[src/pkg/iqc_consts.svh]
/*
 * Register indices, field positions, reset values and datapath constants
 * for the IQ correction and coarse mixer configuration bank.
 * Assumes inclusion by bare name from the package and design modules.
 */
`ifndef IQC_CONSTS_SVH
`define IQC_CONSTS_SVH

// ----------------------------------------------------------------------
// Register indices (byte address is four times the index)
// ----------------------------------------------------------------------
`define IQC_IDX_A_OFFSET      6'h08
`define IQC_IDX_PRESET_B_OFF  6'h09
`define IQC_IDX_C_OFFSET      6'h0A
`define IQC_IDX_D_OFFSET      6'h0B
`define IQC_IDX_A_GAIN        6'h0C
`define IQC_IDX_MIX_B_GAIN    6'h0D
`define IQC_IDX_SYNC_CTRL     6'h1E

// ----------------------------------------------------------------------
// Field positions and widths
// ----------------------------------------------------------------------
`define IQC_OFFSET_W          13
`define IQC_GAIN_W            11
`define IQC_PRESET_W          3
`define IQC_PRESET_LSB        13
`define IQC_MIX_LSB           12
`define IQC_MIX_W             4
`define IQC_GAIN_FRAC         10
`define IQC_AUTO_EN_BIT       0
`define IQC_RDPTR_LSB         4

// ----------------------------------------------------------------------
// Reset values
// ----------------------------------------------------------------------
`define IQC_RST_PRESET        3'h4
`define IQC_RST_OFFSET        13'h0000
`define IQC_RST_GAIN          11'h400
`define IQC_RST_MIX           4'h0

// ----------------------------------------------------------------------
// Mixer phase steps in eighths of the sample rate
// ----------------------------------------------------------------------
`define IQC_STEP_FS8          3'h1
`define IQC_STEP_FS4          3'h2
`define IQC_STEP_FS2          3'h4
`define IQC_STEP_MFS4         3'h6
`define IQC_COS45             9'h0B5
`define IQC_COS45_SHIFT       8

`endif

[src/pkg/iqc_pkg.sv]
/*
 * Types and a saturation helper shared by the correction bank modules.
 * Assumes the constants header is on the include path.
 */
package iqc_pkg;
   `include "iqc_consts.svh"

   typedef logic signed [15:0]              iqc_sample_t;
   typedef logic [`IQC_GAIN_W-1:0]          iqc_gain_t;
   typedef logic signed [`IQC_OFFSET_W-1:0] iqc_offset_t;
   typedef logic [2:0]                      iqc_phase_t;

   // Clamp a 19-bit signed value to the 16-bit sample range
   function automatic iqc_sample_t iqc_sat(input logic signed [18:0] v);
      if (v > 19'sh07FFF) begin
         iqc_sat = 16'sh7FFF;
      end else if (v < -19'sh08000) begin
         iqc_sat = -16'sh8000;
      end else begin
         iqc_sat = v[15:0];
      end
   endfunction : iqc_sat
endpackage : iqc_pkg

[src/pkg/iqc_chan_if.sv]
/*
 * Carrier between the bank top and one channel correction stage.
 * Assumes one clock domain shared by both ends.
 */
`timescale 1ns/10ps
interface iqc_chan_if;
   import iqc_pkg::*;
   iqc_sample_t sample;
   iqc_gain_t   gain;
   iqc_offset_t offset;
   iqc_sample_t result;
   modport core (input sample, input gain, input offset, output result);
   modport ctrl (output sample, output gain, output offset, input result);
endinterface : iqc_chan_if

[src/iqc_bank.sv]
/*
 * IQ correction and coarse mixer configuration bank with APB slave,
 * four channel correction stages and two coarse mixer rotators.
 * Assumes an APB master on the same clock; fifo_sync arrives from a pin.
 */
// Overview of operation
// - FIFO sync event loads 3-bit preset into read pointer; preset resets to 100.
// - Channel B offset is 13 bits 12:0, DAC LSB units, reset zero.
// - Channel C offset is 13 bits 12:0, reset zero, upper bits zero.
// - Channel D offset is 13 bits 12:0 at its own address, reset zero.
// - With auto-sync enabled, writing channel C offset raises auto-sync.
// - That auto-sync loads C and D offsets into datapath together.
// - Writing D offset alone leaves the applied offset unchanged.
// - Channel A gain is 11 bits 10:0, resets to one, upper bits zero.
// - Gain words are unsigned multipliers from 0 to 1.9990.
// - Binary point of gain lies between bits 9 and 10.
// - Channel B gain 11 bits 10:0 shares register with mixer, resets one.
// - Mixer bits: 15 +fs/8, 14 +fs/4, 13 fs/2, 12 -fs/4; reset 0000.
// - All enabled mixer stages combine into a multiple of fs/8.
// - A offset write auto-syncs A and B offsets; B write alone inert.
`timescale 1ns/10ps
`include "iqc_consts.svh"
module iqc_bank
   import iqc_pkg::*;
(
   input  wire logic        clock,
   input  wire logic        resetn,
   input  wire logic        psel,
   input  wire logic        penable,
   input  wire logic        pwrite,
   input  wire logic [7:0]  paddr,
   input  wire logic [31:0] pwdata,
   output logic      [31:0] prdata,
   output logic             pready,
   output logic             pslverr,
   input  wire logic        fifo_sync,
   input  wire iqc_sample_t samp_a,
   input  wire iqc_sample_t samp_b,
   input  wire iqc_sample_t samp_c,
   input  wire iqc_sample_t samp_d,
   output iqc_sample_t      dac_a,
   output iqc_sample_t      dac_b,
   output iqc_sample_t      dac_c,
   output iqc_sample_t      dac_d,
   output iqc_phase_t       fifo_rd_ptr,
   output iqc_phase_t       mix_phase
);
   // ----------------------------------------------------------------------
   // Register storage
   // ----------------------------------------------------------------------
   iqc_offset_t                 chan_a_offset_value_q;
   iqc_offset_t                 chan_b_offset_value_q;
   iqc_offset_t                 chan_c_offset_value_q;
   iqc_offset_t                 chan_d_offset_value_q;
   iqc_gain_t                   chan_a_gain_value_q;
   iqc_gain_t                   chan_b_gain_value_q;
   logic [`IQC_PRESET_W-1:0]    preset_q;
   logic [`IQC_MIX_W-1:0]       mix_mode_q;
   logic                        auto_sync_en_q;
   iqc_offset_t                 act_a_q;
   iqc_offset_t                 act_b_q;
   iqc_offset_t                 act_c_q;
   iqc_offset_t                 act_d_q;
   logic [2:0]                  sync_pipe_q;
   logic                        sync_level_q;

   // ----------------------------------------------------------------------
   // APB decode
   // ----------------------------------------------------------------------
   logic [5:0]  idx;
   logic        mapped;
   logic        setup;
   logic        wr_take;
   logic        sync_ab;
   logic        sync_cd;
   logic        pin_sync;
   logic [31:0] rd_d;
   logic [2:0]  step;

   assign idx     = paddr[7:2];
   assign setup   = psel & ~penable;
   assign wr_take = psel & penable & pready & pwrite & ~pslverr;

   always_comb begin
      mapped = 1'b1;
      rd_d   = 32'h0000_0000;
      if (paddr[1:0] != 2'h0) begin
         mapped = 1'b0;
      end else begin
         unique case (idx)
            `IQC_IDX_A_OFFSET:     rd_d[12:0] = chan_a_offset_value_q;
            `IQC_IDX_PRESET_B_OFF: begin
               rd_d[15:`IQC_PRESET_LSB] = preset_q;
               rd_d[12:0]               = chan_b_offset_value_q;
            end
            `IQC_IDX_C_OFFSET:     rd_d[12:0] = chan_c_offset_value_q;
            `IQC_IDX_D_OFFSET:     rd_d[12:0] = chan_d_offset_value_q;
            `IQC_IDX_A_GAIN:       rd_d[10:0] = chan_a_gain_value_q;
            `IQC_IDX_MIX_B_GAIN:   begin
               rd_d[15:`IQC_MIX_LSB] = mix_mode_q;
               rd_d[10:0]            = chan_b_gain_value_q;
            end
            // Pointer snapshot taken at setup; it moves every clock
            `IQC_IDX_SYNC_CTRL:    begin
               rd_d[`IQC_AUTO_EN_BIT]        = auto_sync_en_q;
               rd_d[`IQC_RDPTR_LSB+2:`IQC_RDPTR_LSB] = fifo_rd_ptr;
            end
            default:               mapped = 1'b0;
         endcase
      end
   end

   // Single access cycle: answer prepared during setup
   always_ff @(posedge clock or negedge resetn) begin
      if (!resetn) begin
         pready  <= 1'b0;
         pslverr <= 1'b0;
         prdata  <= 32'h0000_0000;
      end else begin
         pready  <= setup;
         pslverr <= setup & ~mapped;
         if (setup) begin
            prdata <= pwrite ? 32'h0000_0000 : rd_d;
         end
      end
   end

   // ----------------------------------------------------------------------
   // Register writes; reserved bits dropped
   // ----------------------------------------------------------------------
   always_ff @(posedge clock or negedge resetn) begin
      if (!resetn) begin
         chan_a_offset_value_q <= `IQC_RST_OFFSET;
         chan_b_offset_value_q <= `IQC_RST_OFFSET;
         chan_c_offset_value_q <= `IQC_RST_OFFSET;
         chan_d_offset_value_q <= `IQC_RST_OFFSET;
         chan_a_gain_value_q   <= `IQC_RST_GAIN;
         chan_b_gain_value_q   <= `IQC_RST_GAIN;
         preset_q              <= `IQC_RST_PRESET;
         mix_mode_q            <= `IQC_RST_MIX;
         auto_sync_en_q        <= 1'b0;
      end else if (wr_take) begin
         unique case (idx)
            `IQC_IDX_A_OFFSET:     chan_a_offset_value_q <= pwdata[12:0];
            `IQC_IDX_PRESET_B_OFF: begin
               preset_q              <= pwdata[15:`IQC_PRESET_LSB];
               chan_b_offset_value_q <= pwdata[12:0];
            end
            `IQC_IDX_C_OFFSET:     chan_c_offset_value_q <= pwdata[12:0];
            `IQC_IDX_D_OFFSET:     chan_d_offset_value_q <= pwdata[12:0];
            `IQC_IDX_A_GAIN:       chan_a_gain_value_q   <= pwdata[10:0];
            `IQC_IDX_MIX_B_GAIN:   begin
               mix_mode_q          <= pwdata[15:`IQC_MIX_LSB];
               chan_b_gain_value_q <= pwdata[10:0];
            end
            `IQC_IDX_SYNC_CTRL:    auto_sync_en_q <= pwdata[`IQC_AUTO_EN_BIT];
            default:               ;
         endcase
      end
   end

   // ----------------------------------------------------------------------
   // Sync events
   // ----------------------------------------------------------------------
   // Three-stage pin synchroniser; only the agreed level is used
   always_ff @(posedge clock or negedge resetn) begin
      if (!resetn) begin
         sync_pipe_q  <= 3'h0;
         sync_level_q <= 1'b0;
      end else begin
         sync_pipe_q <= {sync_pipe_q[1:0], fifo_sync};
         if (sync_pipe_q[1] == sync_pipe_q[2]) begin
            sync_level_q <= sync_pipe_q[2];
         end
      end
   end

   // Rising edge once stages two and three agree
   assign pin_sync = (sync_pipe_q[1] == sync_pipe_q[2]) & sync_pipe_q[2] & ~sync_level_q;
   assign sync_cd  = wr_take & auto_sync_en_q & (idx == `IQC_IDX_C_OFFSET);
   assign sync_ab  = wr_take & auto_sync_en_q & (idx == `IQC_IDX_A_OFFSET);

   // Applied offsets move only on a sync; pwdata feeds the written channel
   always_ff @(posedge clock or negedge resetn) begin
      if (!resetn) begin
         act_a_q <= `IQC_RST_OFFSET;
         act_b_q <= `IQC_RST_OFFSET;
         act_c_q <= `IQC_RST_OFFSET;
         act_d_q <= `IQC_RST_OFFSET;
      end else begin
         if (sync_ab) begin
            act_a_q <= pwdata[12:0];
            act_b_q <= chan_b_offset_value_q;
         end else if (pin_sync) begin
            act_a_q <= chan_a_offset_value_q;
            act_b_q <= chan_b_offset_value_q;
         end
         if (sync_cd) begin
            act_c_q <= pwdata[12:0];
            act_d_q <= chan_d_offset_value_q;
         end else if (pin_sync) begin
            act_c_q <= chan_c_offset_value_q;
            act_d_q <= chan_d_offset_value_q;
         end
      end
   end

   // FIFO read pointer: preset on sync, else advance
   always_ff @(posedge clock or negedge resetn) begin
      if (!resetn) begin
         fifo_rd_ptr <= `IQC_RST_PRESET;
      end else if (pin_sync) begin
         fifo_rd_ptr <= preset_q;
      end else begin
         fifo_rd_ptr <= fifo_rd_ptr + 3'h1;
      end
   end

   // ----------------------------------------------------------------------
   // Coarse mixer phase
   // ----------------------------------------------------------------------
   always_comb begin
      step = 3'h0;
      if (mix_mode_q[3]) step = step + `IQC_STEP_FS8;
      if (mix_mode_q[2]) step = step + `IQC_STEP_FS4;
      if (mix_mode_q[1]) step = step + `IQC_STEP_FS2;
      if (mix_mode_q[0]) step = step + `IQC_STEP_MFS4;
   end

   always_ff @(posedge clock or negedge resetn) begin
      if (!resetn) begin
         mix_phase <= 3'h0;
      end else begin
         mix_phase <= mix_phase + step;
      end
   end

   // ----------------------------------------------------------------------
   // Datapath
   // ----------------------------------------------------------------------
   iqc_chan_if ch_a ();
   iqc_chan_if ch_b ();
   iqc_chan_if ch_c ();
   iqc_chan_if ch_d ();

   assign ch_a.sample = samp_a;
   assign ch_a.gain   = chan_a_gain_value_q;
   assign ch_a.offset = act_a_q;
   assign ch_b.sample = samp_b;
   assign ch_b.gain   = chan_b_gain_value_q;
   assign ch_b.offset = act_b_q;
   // Gains for C and D live outside this bank; unity here
   assign ch_c.sample = samp_c;
   assign ch_c.gain   = `IQC_RST_GAIN;
   assign ch_c.offset = act_c_q;
   assign ch_d.sample = samp_d;
   assign ch_d.gain   = `IQC_RST_GAIN;
   assign ch_d.offset = act_d_q;

   iqc_chan u_chan_a (
      .clock  (clock),
      .resetn (resetn),
      .chan   (ch_a.core)
   );

   iqc_chan u_chan_b (
      .clock  (clock),
      .resetn (resetn),
      .chan   (ch_b.core)
   );

   iqc_chan u_chan_c (
      .clock  (clock),
      .resetn (resetn),
      .chan   (ch_c.core)
   );

   iqc_chan u_chan_d (
      .clock  (clock),
      .resetn (resetn),
      .chan   (ch_d.core)
   );

   iqc_rot u_rot_ab (
      .clock  (clock),
      .resetn (resetn),
      .in_i   (ch_a.result),
      .in_q   (ch_b.result),
      .phase  (mix_phase),
      .out_i  (dac_a),
      .out_q  (dac_b)
   );

   iqc_rot u_rot_cd (
      .clock  (clock),
      .resetn (resetn),
      .in_i   (ch_c.result),
      .in_q   (ch_d.result),
      .phase  (mix_phase),
      .out_i  (dac_c),
      .out_q  (dac_d)
   );
endmodule : iqc_bank

[src/iqc_chan.sv]
/*
 * One channel correction stage: unsigned gain in 1.10 format, then offset,
 * then saturation, registered.
 * Assumes gain and offset are held steady by the register bank.
 */
`timescale 1ns/10ps
`include "iqc_consts.svh"
module iqc_chan
   import iqc_pkg::*;
(
   input  wire logic clock,
   input  wire logic resetn,
   iqc_chan_if.core  chan
);
   logic signed [27:0] prod;
   logic signed [17:0] scaled;
   logic signed [18:0] sum;

   // Gain then offset
   always_comb begin
      prod   = chan.sample * $signed({1'b0, chan.gain});
      scaled = prod[27:`IQC_GAIN_FRAC];
      sum    = {scaled[17], scaled} + {{6{chan.offset[12]}}, chan.offset};
   end

   always_ff @(posedge clock or negedge resetn) begin
      if (!resetn) begin
         chan.result <= 16'sh0000;
      end else begin
         chan.result <= iqc_sat(sum);
      end
   end
endmodule : iqc_chan

[src/iqc_rot.sv]
/*
 * Coarse mixer rotator for one I/Q pair: rotates by phase times 45 degrees.
 * Assumes phase advances once per sample in the parent.
 */
`timescale 1ns/10ps
`include "iqc_consts.svh"
module iqc_rot
   import iqc_pkg::*;
(
   input  wire logic        clock,
   input  wire logic        resetn,
   input  wire iqc_sample_t in_i,
   input  wire iqc_sample_t in_q,
   input  wire iqc_phase_t  phase,
   output iqc_sample_t      out_i,
   output iqc_sample_t      out_q
);
   logic signed [16:0] dif;
   logic signed [16:0] sm;
   logic signed [25:0] pd;
   logic signed [25:0] ps;
   logic signed [17:0] a;
   logic signed [17:0] b;
   logic signed [18:0] ri;
   logic signed [18:0] rq;

   always_comb begin
      dif = {in_i[15], in_i} - {in_q[15], in_q};
      sm  = {in_i[15], in_i} + {in_q[15], in_q};
      pd  = dif * $signed({1'b0, `IQC_COS45});
      ps  = sm * $signed({1'b0, `IQC_COS45});
      // Odd phase: extra 45 degree step
      if (phase[0]) begin
         a = pd[25:`IQC_COS45_SHIFT];
         b = ps[25:`IQC_COS45_SHIFT];
      end else begin
         a = {{2{in_i[15]}}, in_i};
         b = {{2{in_q[15]}}, in_q};
      end
      // Quadrant step
      unique case (phase[2:1])
         2'h0: begin
            ri = {a[17], a};
            rq = {b[17], b};
         end
         2'h1: begin
            ri = -{b[17], b};
            rq = {a[17], a};
         end
         2'h2: begin
            ri = -{a[17], a};
            rq = -{b[17], b};
         end
         2'h3: begin
            ri = {b[17], b};
            rq = -{a[17], a};
         end
      endcase
   end

   always_ff @(posedge clock or negedge resetn) begin
      if (!resetn) begin
         out_i <= 16'sh0000;
         out_q <= 16'sh0000;
      end else begin
         out_i <= iqc_sat(ri);
         out_q <= iqc_sat(rq);
      end
   end
endmodule : iqc_rot

[config.mk]
export PLATFORM = sky130hd
export DESIGN_NAME = iqc_bank
export DESIGN_NICKNAME = d
export VERILOG_FILES = /design/src/pkg/iqc_pkg.sv /design/src/pkg/iqc_chan_if.sv /design/src/iqc_bank.sv /design/src/iqc_chan.sv /design/src/iqc_rot.sv
export VERILOG_INCLUDE_DIRS = /design/src /design/src/pkg
export SDC_FILE = /design/constraint.sdc
export NUM_CORES = 2
export LEC_CHECK = 0
export BUFFER_PORTS_ARGS = -buffer_cell sky130_fd_sc_hd__buf_2
export CAP_MARGIN = 40
export CELL_PAD_IN_SITES_DETAIL_PLACEMENT = 1
export CELL_PAD_IN_SITES_GLOBAL_PLACEMENT = 1
export CORE_UTILIZATION = 54
export DETAILED_ROUTE_END_ITERATION = 16
export GPL_ROUTABILITY_DRIVEN = 0
export MAX_ROUTING_LAYER = met4
export PLACE_DENSITY_LB_ADDON = 0.2
export RECOVER_POWER = 50
export SYNTH_ARGS = -nofsm -noshare
export SYNTH_HDL_FRONTEND = slang
export SYNTH_SLANG_ARGS = --single-unit
[constraint.sdc]
create_clock -name clock -period 14.95 [get_ports clock]
set_clock_uncertainty 0.1 [all_clocks]
set_input_delay 0.7475 -clock clock [delete_from_list [all_inputs] [get_ports clock]]
set_output_delay 0.7475 -clock clock [all_outputs]
set_load 0.05 [all_outputs]
# Word-level counts from Yosys, hierarchy flattened
# Cells that the tools add are included.
[totals]
reg_bits = 306
input_bits = 110
out_inout_bits = 104
wordCells = 153
[classes]
addsub = 17
multipliers = 6
magnitude_cmp = 16
eq_ne = 11
muxes = 48
n_bitwise = 15
reduce_logical = 12
[op_table]
columns = ["cell", "n"]
rows = [
  ["$pmux W19 S4", 4],
  ["$mux W16", 18],
  ["$gt A19 B16 Y1 const B", 8],
  ["$lt A19 B16 Y1 const B", 8],
  ["$mul A17 B9 Y26 const B", 4],
  ["$mux W13", 8],
  ["$neg A19 Y19", 4],
  ["$mux W18", 4],
  ["$mul A16 B12 Y28", 2],
  ["$add A18 B13 Y19", 2],
  ["$eq A6 B4 Y1 const B", 6],
  ["$add A16 B13 Y17", 2],
  ["$add A16 B16 Y17", 2],
  ["$sub A16 B16 Y17", 2],
  ["$pmux W4 S6", 1],
  ["$pmux W3 S7", 1],
  ["$pmux W3 S6", 1],
  ["$reduce_and A2 Y1", 7],
  ["$mux W3", 4],
  ["$and A1 B1 Y1", 11],
  ["$pmux W1 S7", 1],
  ["$reduce_or A7 Y1", 1],
  ["$add A3 B3 Y3 const B", 2],
  ["$eq A6 B5 Y1 const B", 1],
  ["13 further kinds", 21],
]

# Longest topological paths before layout
[logic_depth]
word_depth = 8
ltp_mapped = 38
ltp_nobuf = 36

# Modules after synthesis
# A second synthesis with hierarchy kept.
[unflattened]
cells_unflattened = 6887
hier_area_um2 = 60690.7
[by_module_without_submodules]
columns = ["module", "n_inst", "cells_each", "area_each_um2", "seq_area_each_um2"]
rows = [
  ["iqc_rot", 2, 1421, 11243.3, 800.8],
  ["iqc_chan at u_chan_b ...", 2, 854, 7539.7, 400.4],
  ["iqc_chan at u_chan_a", 1, 919, 7978.9, 400.4],
  ["iqc_chan at u_chan_d", 1, 892, 7783.7, 400.4],
  ["iqc_bank", 1, 526, 7362.1, 4058.9],
]

# Worst setup path before layout
# OpenSTA, ideal clock, no wires.
[synth_path]
kind = "flip-flop to flip-flop"
from = "register u_chan_a.chan.result[0]"
to = "register u_rot_ab.out_i[0]"
setup_ns = 0.121
arrival_time_ns = 8.270
required_ns = 14.729
setup_slack_ns = 6.459
stages_incl_launch_ff = 37
n_path_buf = 1
synth_period_minus_slack_ns = 8.491
path_cell_list = "dfrtp_1 -> inv_1 -> ha_1 -> fa_1 -> and2b_1 -> o2111ai_1 -> nand3_1 -> nor4bb_1 -> or2_2 -> o21ai_0 -> nand2b_1 -> a21o_1 -> a21oi_1 -> xnor2_1 -> ha_1 -> inv_1 -> fa_1 -> inv_1 -> fa_1 -> inv_1 -> fa_1 -> inv_1 -> ha_1 -> nand2_1 -> o21ai_0 -> or3_1 -> o211ai_1 -> a21oi_1 -> o311ai_1 -> nor3_1 -> nand3_1 -> nand2_1 -> mux4_2 -> o311ai_1 -> clkbuf_1 -> a31oi_1 -> o22a_1"
[synth_between]
elab_chain_cells = 8
word_cells_on_any_way = 13
cone_classes = "add/sub: 4; mul: 2; order compare: 2; mux: 5"
[synth_lines]
columns = ["element", "line_no", "rtl"]
rows = [
  ["start, declared", "iqc_chan_if.sv:12", "modport core (input sample, input gain, input offset, output result);"],
  ["start signal, assigned", "iqc_chan.sv:30", "chan.result <= iqc_sat(sum);"],
  ["$sub A16 B16 Y17 / $add A16 B16 Y17 (equally long branches)", "iqc_rot.sv:28, iqc_rot.sv:29", ""],
  ["$mul A17 B9 Y26 (on tied branches)", "iqc_rot.sv:30, iqc_rot.sv:31", ""],
  ["$mux W18", "iqc_rot.sv:33", "if (phase[0]) begin"],
  ["$neg A19 Y19 (on tied branches)", "iqc_rot.sv:51, iqc_rot.sv:47", ""],
  ["$pmux W19 S4 (*)", "iqc_rot.sv:41", "unique case (phase[2:1])"],
  ["$lt A19 B16 Y1", "iqc_pkg.sv:17", "end else if (v < -19'sh08000) begin"],
  ["$mux W16", "iqc_pkg.sv:17", ""],
  ["$mux W16 (*)", "iqc_pkg.sv:15", "if (v > 19'sh07FFF) begin"],
  ["end signal, assigned", "iqc_rot.sv:66", "out_i <= iqc_sat(ri);"],
  ["end, declared", "iqc_rot.sv:15", "output iqc_sample_t out_i,"],
]
# Mark *: on every way between the ends. The rest lies on a longest branch, timed or not.
# A chain may end at the register's enable or synchronous reset.

# Worst setup path in the final report
[layout_path]
from = "register u_chan_a.chan.result[0]"
to = "register u_rot_ab.out_q[3]"
[layout_between]
elab_chain_cells = 8
word_cells_on_any_way = 13
cone_classes = "add/sub: 4; mul: 2; order compare: 2; mux: 5"
[layout_lines]
columns = ["element", "line_no", "rtl"]
rows = [
  ["$sub A16 B16 Y17 / $add A16 B16 Y17 (equally long branches)", "iqc_rot.sv:28, iqc_rot.sv:29", ""],
  ["$mul A17 B9 Y26 (on tied branches)", "iqc_rot.sv:30, iqc_rot.sv:31", ""],
  ["$mux W18", "iqc_rot.sv:33", ""],
  ["$neg A19 Y19 (on tied branches)", "iqc_rot.sv:56, iqc_rot.sv:52", ""],
  ["$pmux W19 S4 (*)", "iqc_rot.sv:41", ""],
  ["$lt A19 B16 Y1", "iqc_pkg.sv:17", ""],
  ["$mux W16", "iqc_pkg.sv:17", ""],
  ["$mux W16 (*)", "iqc_pkg.sv:15", ""],
  ["end signal, assigned", "iqc_rot.sv:67", "out_q <= iqc_sat(rq);"],
  ["end, declared", "iqc_rot.sv:16", "output iqc_sample_t out_q"],
]
# Marked as above.

==> impl_metrics.yaml <==
timing:
  timing.setup.tns_ns: 0
  tightestPinTransition_ns: 4.99
  relSlewSlack: -2.32
  hold_violations: 0
  final.period_utilization: 0.682
  fmax_mhz: 98.1
  rsz0062_at_grt: "false"
  setup_viol: 0
  maxSlewViolCount: 363
  finalCriticalPeriod_ns: 10.19
worst_setup_path:
  path_max_fanout: 12
  setup.worst_path.start: "u_chan_a.chan.result[0]$_DFF_PN0_"
  r2r_cells: 35
  reg2reg_to: "u_rot_ab.out_q[3]$_DFF_PN0_"
  critPathKind: "flip-flop to flip-flop"
  regToRegStartpoint: "u_chan_a.chan.result[0]$_DFF_PN0_"
  crit_path_max_incr_delay_ns: 0.67
  critPathBufInv: 5
  cp.required_ns: 15.27
  slowest_stage: "nor4_2"
  crit_family: "adder cells"
  r2r_slack_ns: 4.76
  start_kind: "flip-flop"
  cpMostUsedCell: "inv_1"
  cp_num_cells: 35
  cp-endpoint: "u_rot_ab.out_q[3]$_DFF_PN0_"
  cp-end-kind: "flip-flop"
  cp.arrival_ns: 10.51
run_status:
  run_status: "finished with violations"
  violations: "max-capacitance violations, max-slew violations"
clocking:
  cts_tree: "built"
  hold_buffers: 0
  cts_made_buffers: 35
  htreeDepth: 2
  clk_latency_ns: 0.60
  clock_path_buffers: 3
  cts_resized: 0
  cts-root-buf: "clkbuf_16"
  cts.sinks: 290
  post_cts_buffers: 0
  clk_pin_slew_worst_paths_ns: 0.06
logic_synthesis:
  synth_cell_types: 121
  synth_top_family_by_area: "adder cells"
  synth_warnings: 0
  synthDominantCellAreaShare: 0.216
  syn_inst: 5192
  ys_seq_elements: 290
  synth_top_area_cell: "fa_1"
  syn_avg_cell_area_um2: 8.88
  synth-async-reset-ratio: 1.00
  synth_fa_ha_area_frac: 0.354
  synth-simple-area-share: 0.142
  synth_edf_count: 0
  synth_xor_area_frac: 0.0429
  synth-compound-area-share: 0.156
  syn_area_um2: 46100
  synth_flop_cell: "dfrtp_1"
  netlist_top_cells_area: "fa_1, dfrtp_1, ha_1"
  synth_mux_area_frac: 0.0560
  ys_seq_area_frac: 0.158
floorplanning:
  core_um2: 84100
  ios: 214
  die_h_um: 294
  initial_core_util: 0.548
  dieArea_um2: 86600
  num_rows: 106
  die_w_um: 294
layout:
  layout-drive-gt1-share: 0.0847
  n_fill_cell: 9962
  fin_nets: 6370
  areaGrowthSynthToFinish_pct: 6.26
grt:
  grt_max_degree: 93
  grt_pass1_vias: 42702
  grt.overflow.total: 0
  grt_use_total: 0.356
  antenna_found_initial: 6
  grt_pass1_wl_um: 235000
place:
  io_buffers: 181
  hpwlAfterDp_um: 116000
drt:
  routed_via_density: 6.04
  wire_per_inst_um: 22.9
  drt_first_pass_iters: 5
  dr.first_iter.drc_count: 2389
  wl_um: 147000
  ant_nets: 0
  drc_errors: 0
  vias: 38760
flow_run:
  max_cap_violations: 7
min_path:
  hp-class: "input port to flip-flop"
==> routing by layer <==
metal | track usage | wire, µm | vias to the layer above
met5 | - | 0 | -
met4 | 0.143 | 6340 | 0
met3 | 0.0406 | 7490 | 365
met2 | 0.606 | 73200 | 1121
met1 | 0.430 | 60200 | 19738
li1 | - | - | 17536
==> placed cells by master, fill, tap and decap left out, drive strengths merged, types with 35 or more instances in the layout <==
cell and count:
a21o 76, nor3 83, o211ai 37, nand2b 40, and2 188, o21a 35, fa 497, or3 43
nand2 397, o21ai 212, xor2 68, a21oi 283, nor2b 45, buf 142, mux2 135, dfrtp 286
inv 866, ha 511, nand3 79, xnor2 155, a31oi 42, clkbuf 135, mux2i 65, o21bai 38
nor2 279
==> logic make-up after synthesis <==
family,after synthesis
adder cells (fa/ha/maj),1008
flip-flops,290
AND/OR/NAND/NOR,1306
XOR/XNOR,223
AO/OA/AOI/OAI,1058
buffers and inverters,1088
other,1
multiplexers,218
==> stage by stage <==
step	util	worst slack [ns]	instances	cell area (µm²)	hold slack, ns
CTS	0.584	4.60	6407	49100	0.0971
global route	0.583	4.16	6415	49000	0.193
global placement	0.569	4.97	6331	47800	0.238
finish	0.583	4.76	6415	49000	0.200
floorplan	-	6.46	5207	46200	0.231
detailed placement	0.571	4.74	6346	48000	0.239
==> area by class of cell <==
cell class	instances	area (µm²)	area share
Multi-Input combinational cell	3829	34700	0.709
Sequential cell	290	7270	0.148
Inverter	862	3240	0.0661
Tap cell	1134	1420	0.0290
Timing Repair Buffer	234	1190	0.0243
Clock buffer	43	926	0.0189
Clock inverter	18	224	0.00457
Antenna cell	5	12.5	0.000255
==> synthesized netlist by cell type, types with 18 or more instances <==
master	n
inv_1	855
ha_1	511
fa_1	497
nand2_1	396
dfrtp_1	286
a21oi_1	281
nor2_1	278
o21ai_0	194
and2_1	183
clkbuf_1	162
xnor2_1	153
mux2_2	134
nand3_1	79
nor3_1	79
a21o_1	76
xor2_1	68
mux2i_1	65
nor2b_1	45
or3_1	43
nand2b_1	40
a31oi_1	38
o21bai_1	38
o211ai_1	35
o21a_1	35
a22oi_1	32
o31ai_1	32
a211oi_1	29
and3_1	26
o22ai_1	24
buf_2	23
nor4_1	22
buf_1	19
nand4_1	19
buf_4	18
==> how the worst min path moves through the flow <==
stage | start | endpoint | slack (ns) | depth (start not counted)
after floorplan | sync_pipe_q[0]$_DFF_PN0_ | sync_pipe_q[1]$_DFF_PN0_ | 0.23 | 0
after global placement | sync_pipe_q[0]$_DFF_PN0_ | sync_pipe_q[1]$_DFF_PN0_ | 0.24 | 0
after detailed placement | sync_pipe_q[0]$_DFF_PN0_ | sync_pipe_q[1]$_DFF_PN0_ | 0.24 | 0
after CTS | resetn | chan_c_offset_value_q[3]$_DFFE_PN0P_ | 0.1 | 1
after global routing | fifo_sync | sync_pipe_q[0]$_DFF_PN0_ | 0.19 | 1
final | fifo_sync | sync_pipe_q[0]$_DFF_PN0_ | 0.20 | 1
==> registers in the layout, indices dropped and copies added (netlist names), 11 cells and up <==
register,cells
ch_a.gain,11
chan_d_offset_value_q,13
ch_b.gain,11
chan_c_offset_value_q,13
u_chan_b.chan.result,16
u_chan_a.chan.result,16
u_chan_c.chan.result,16
u_rot_ab.out_i,16
u_chan_d.chan.result,16
u_rot_cd.out_i,16
act_b_q,13
u_rot_ab.out_q,16
act_c_q,13
chan_a_offset_value_q,13
act_d_q,13
chan_b_offset_value_q,13
prdata,16
act_a_q,13
u_rot_cd.out_q,16
Power is not shown: default switching activity piles up to over one toggle a cycle in this logic, so the estimate is an artifact.
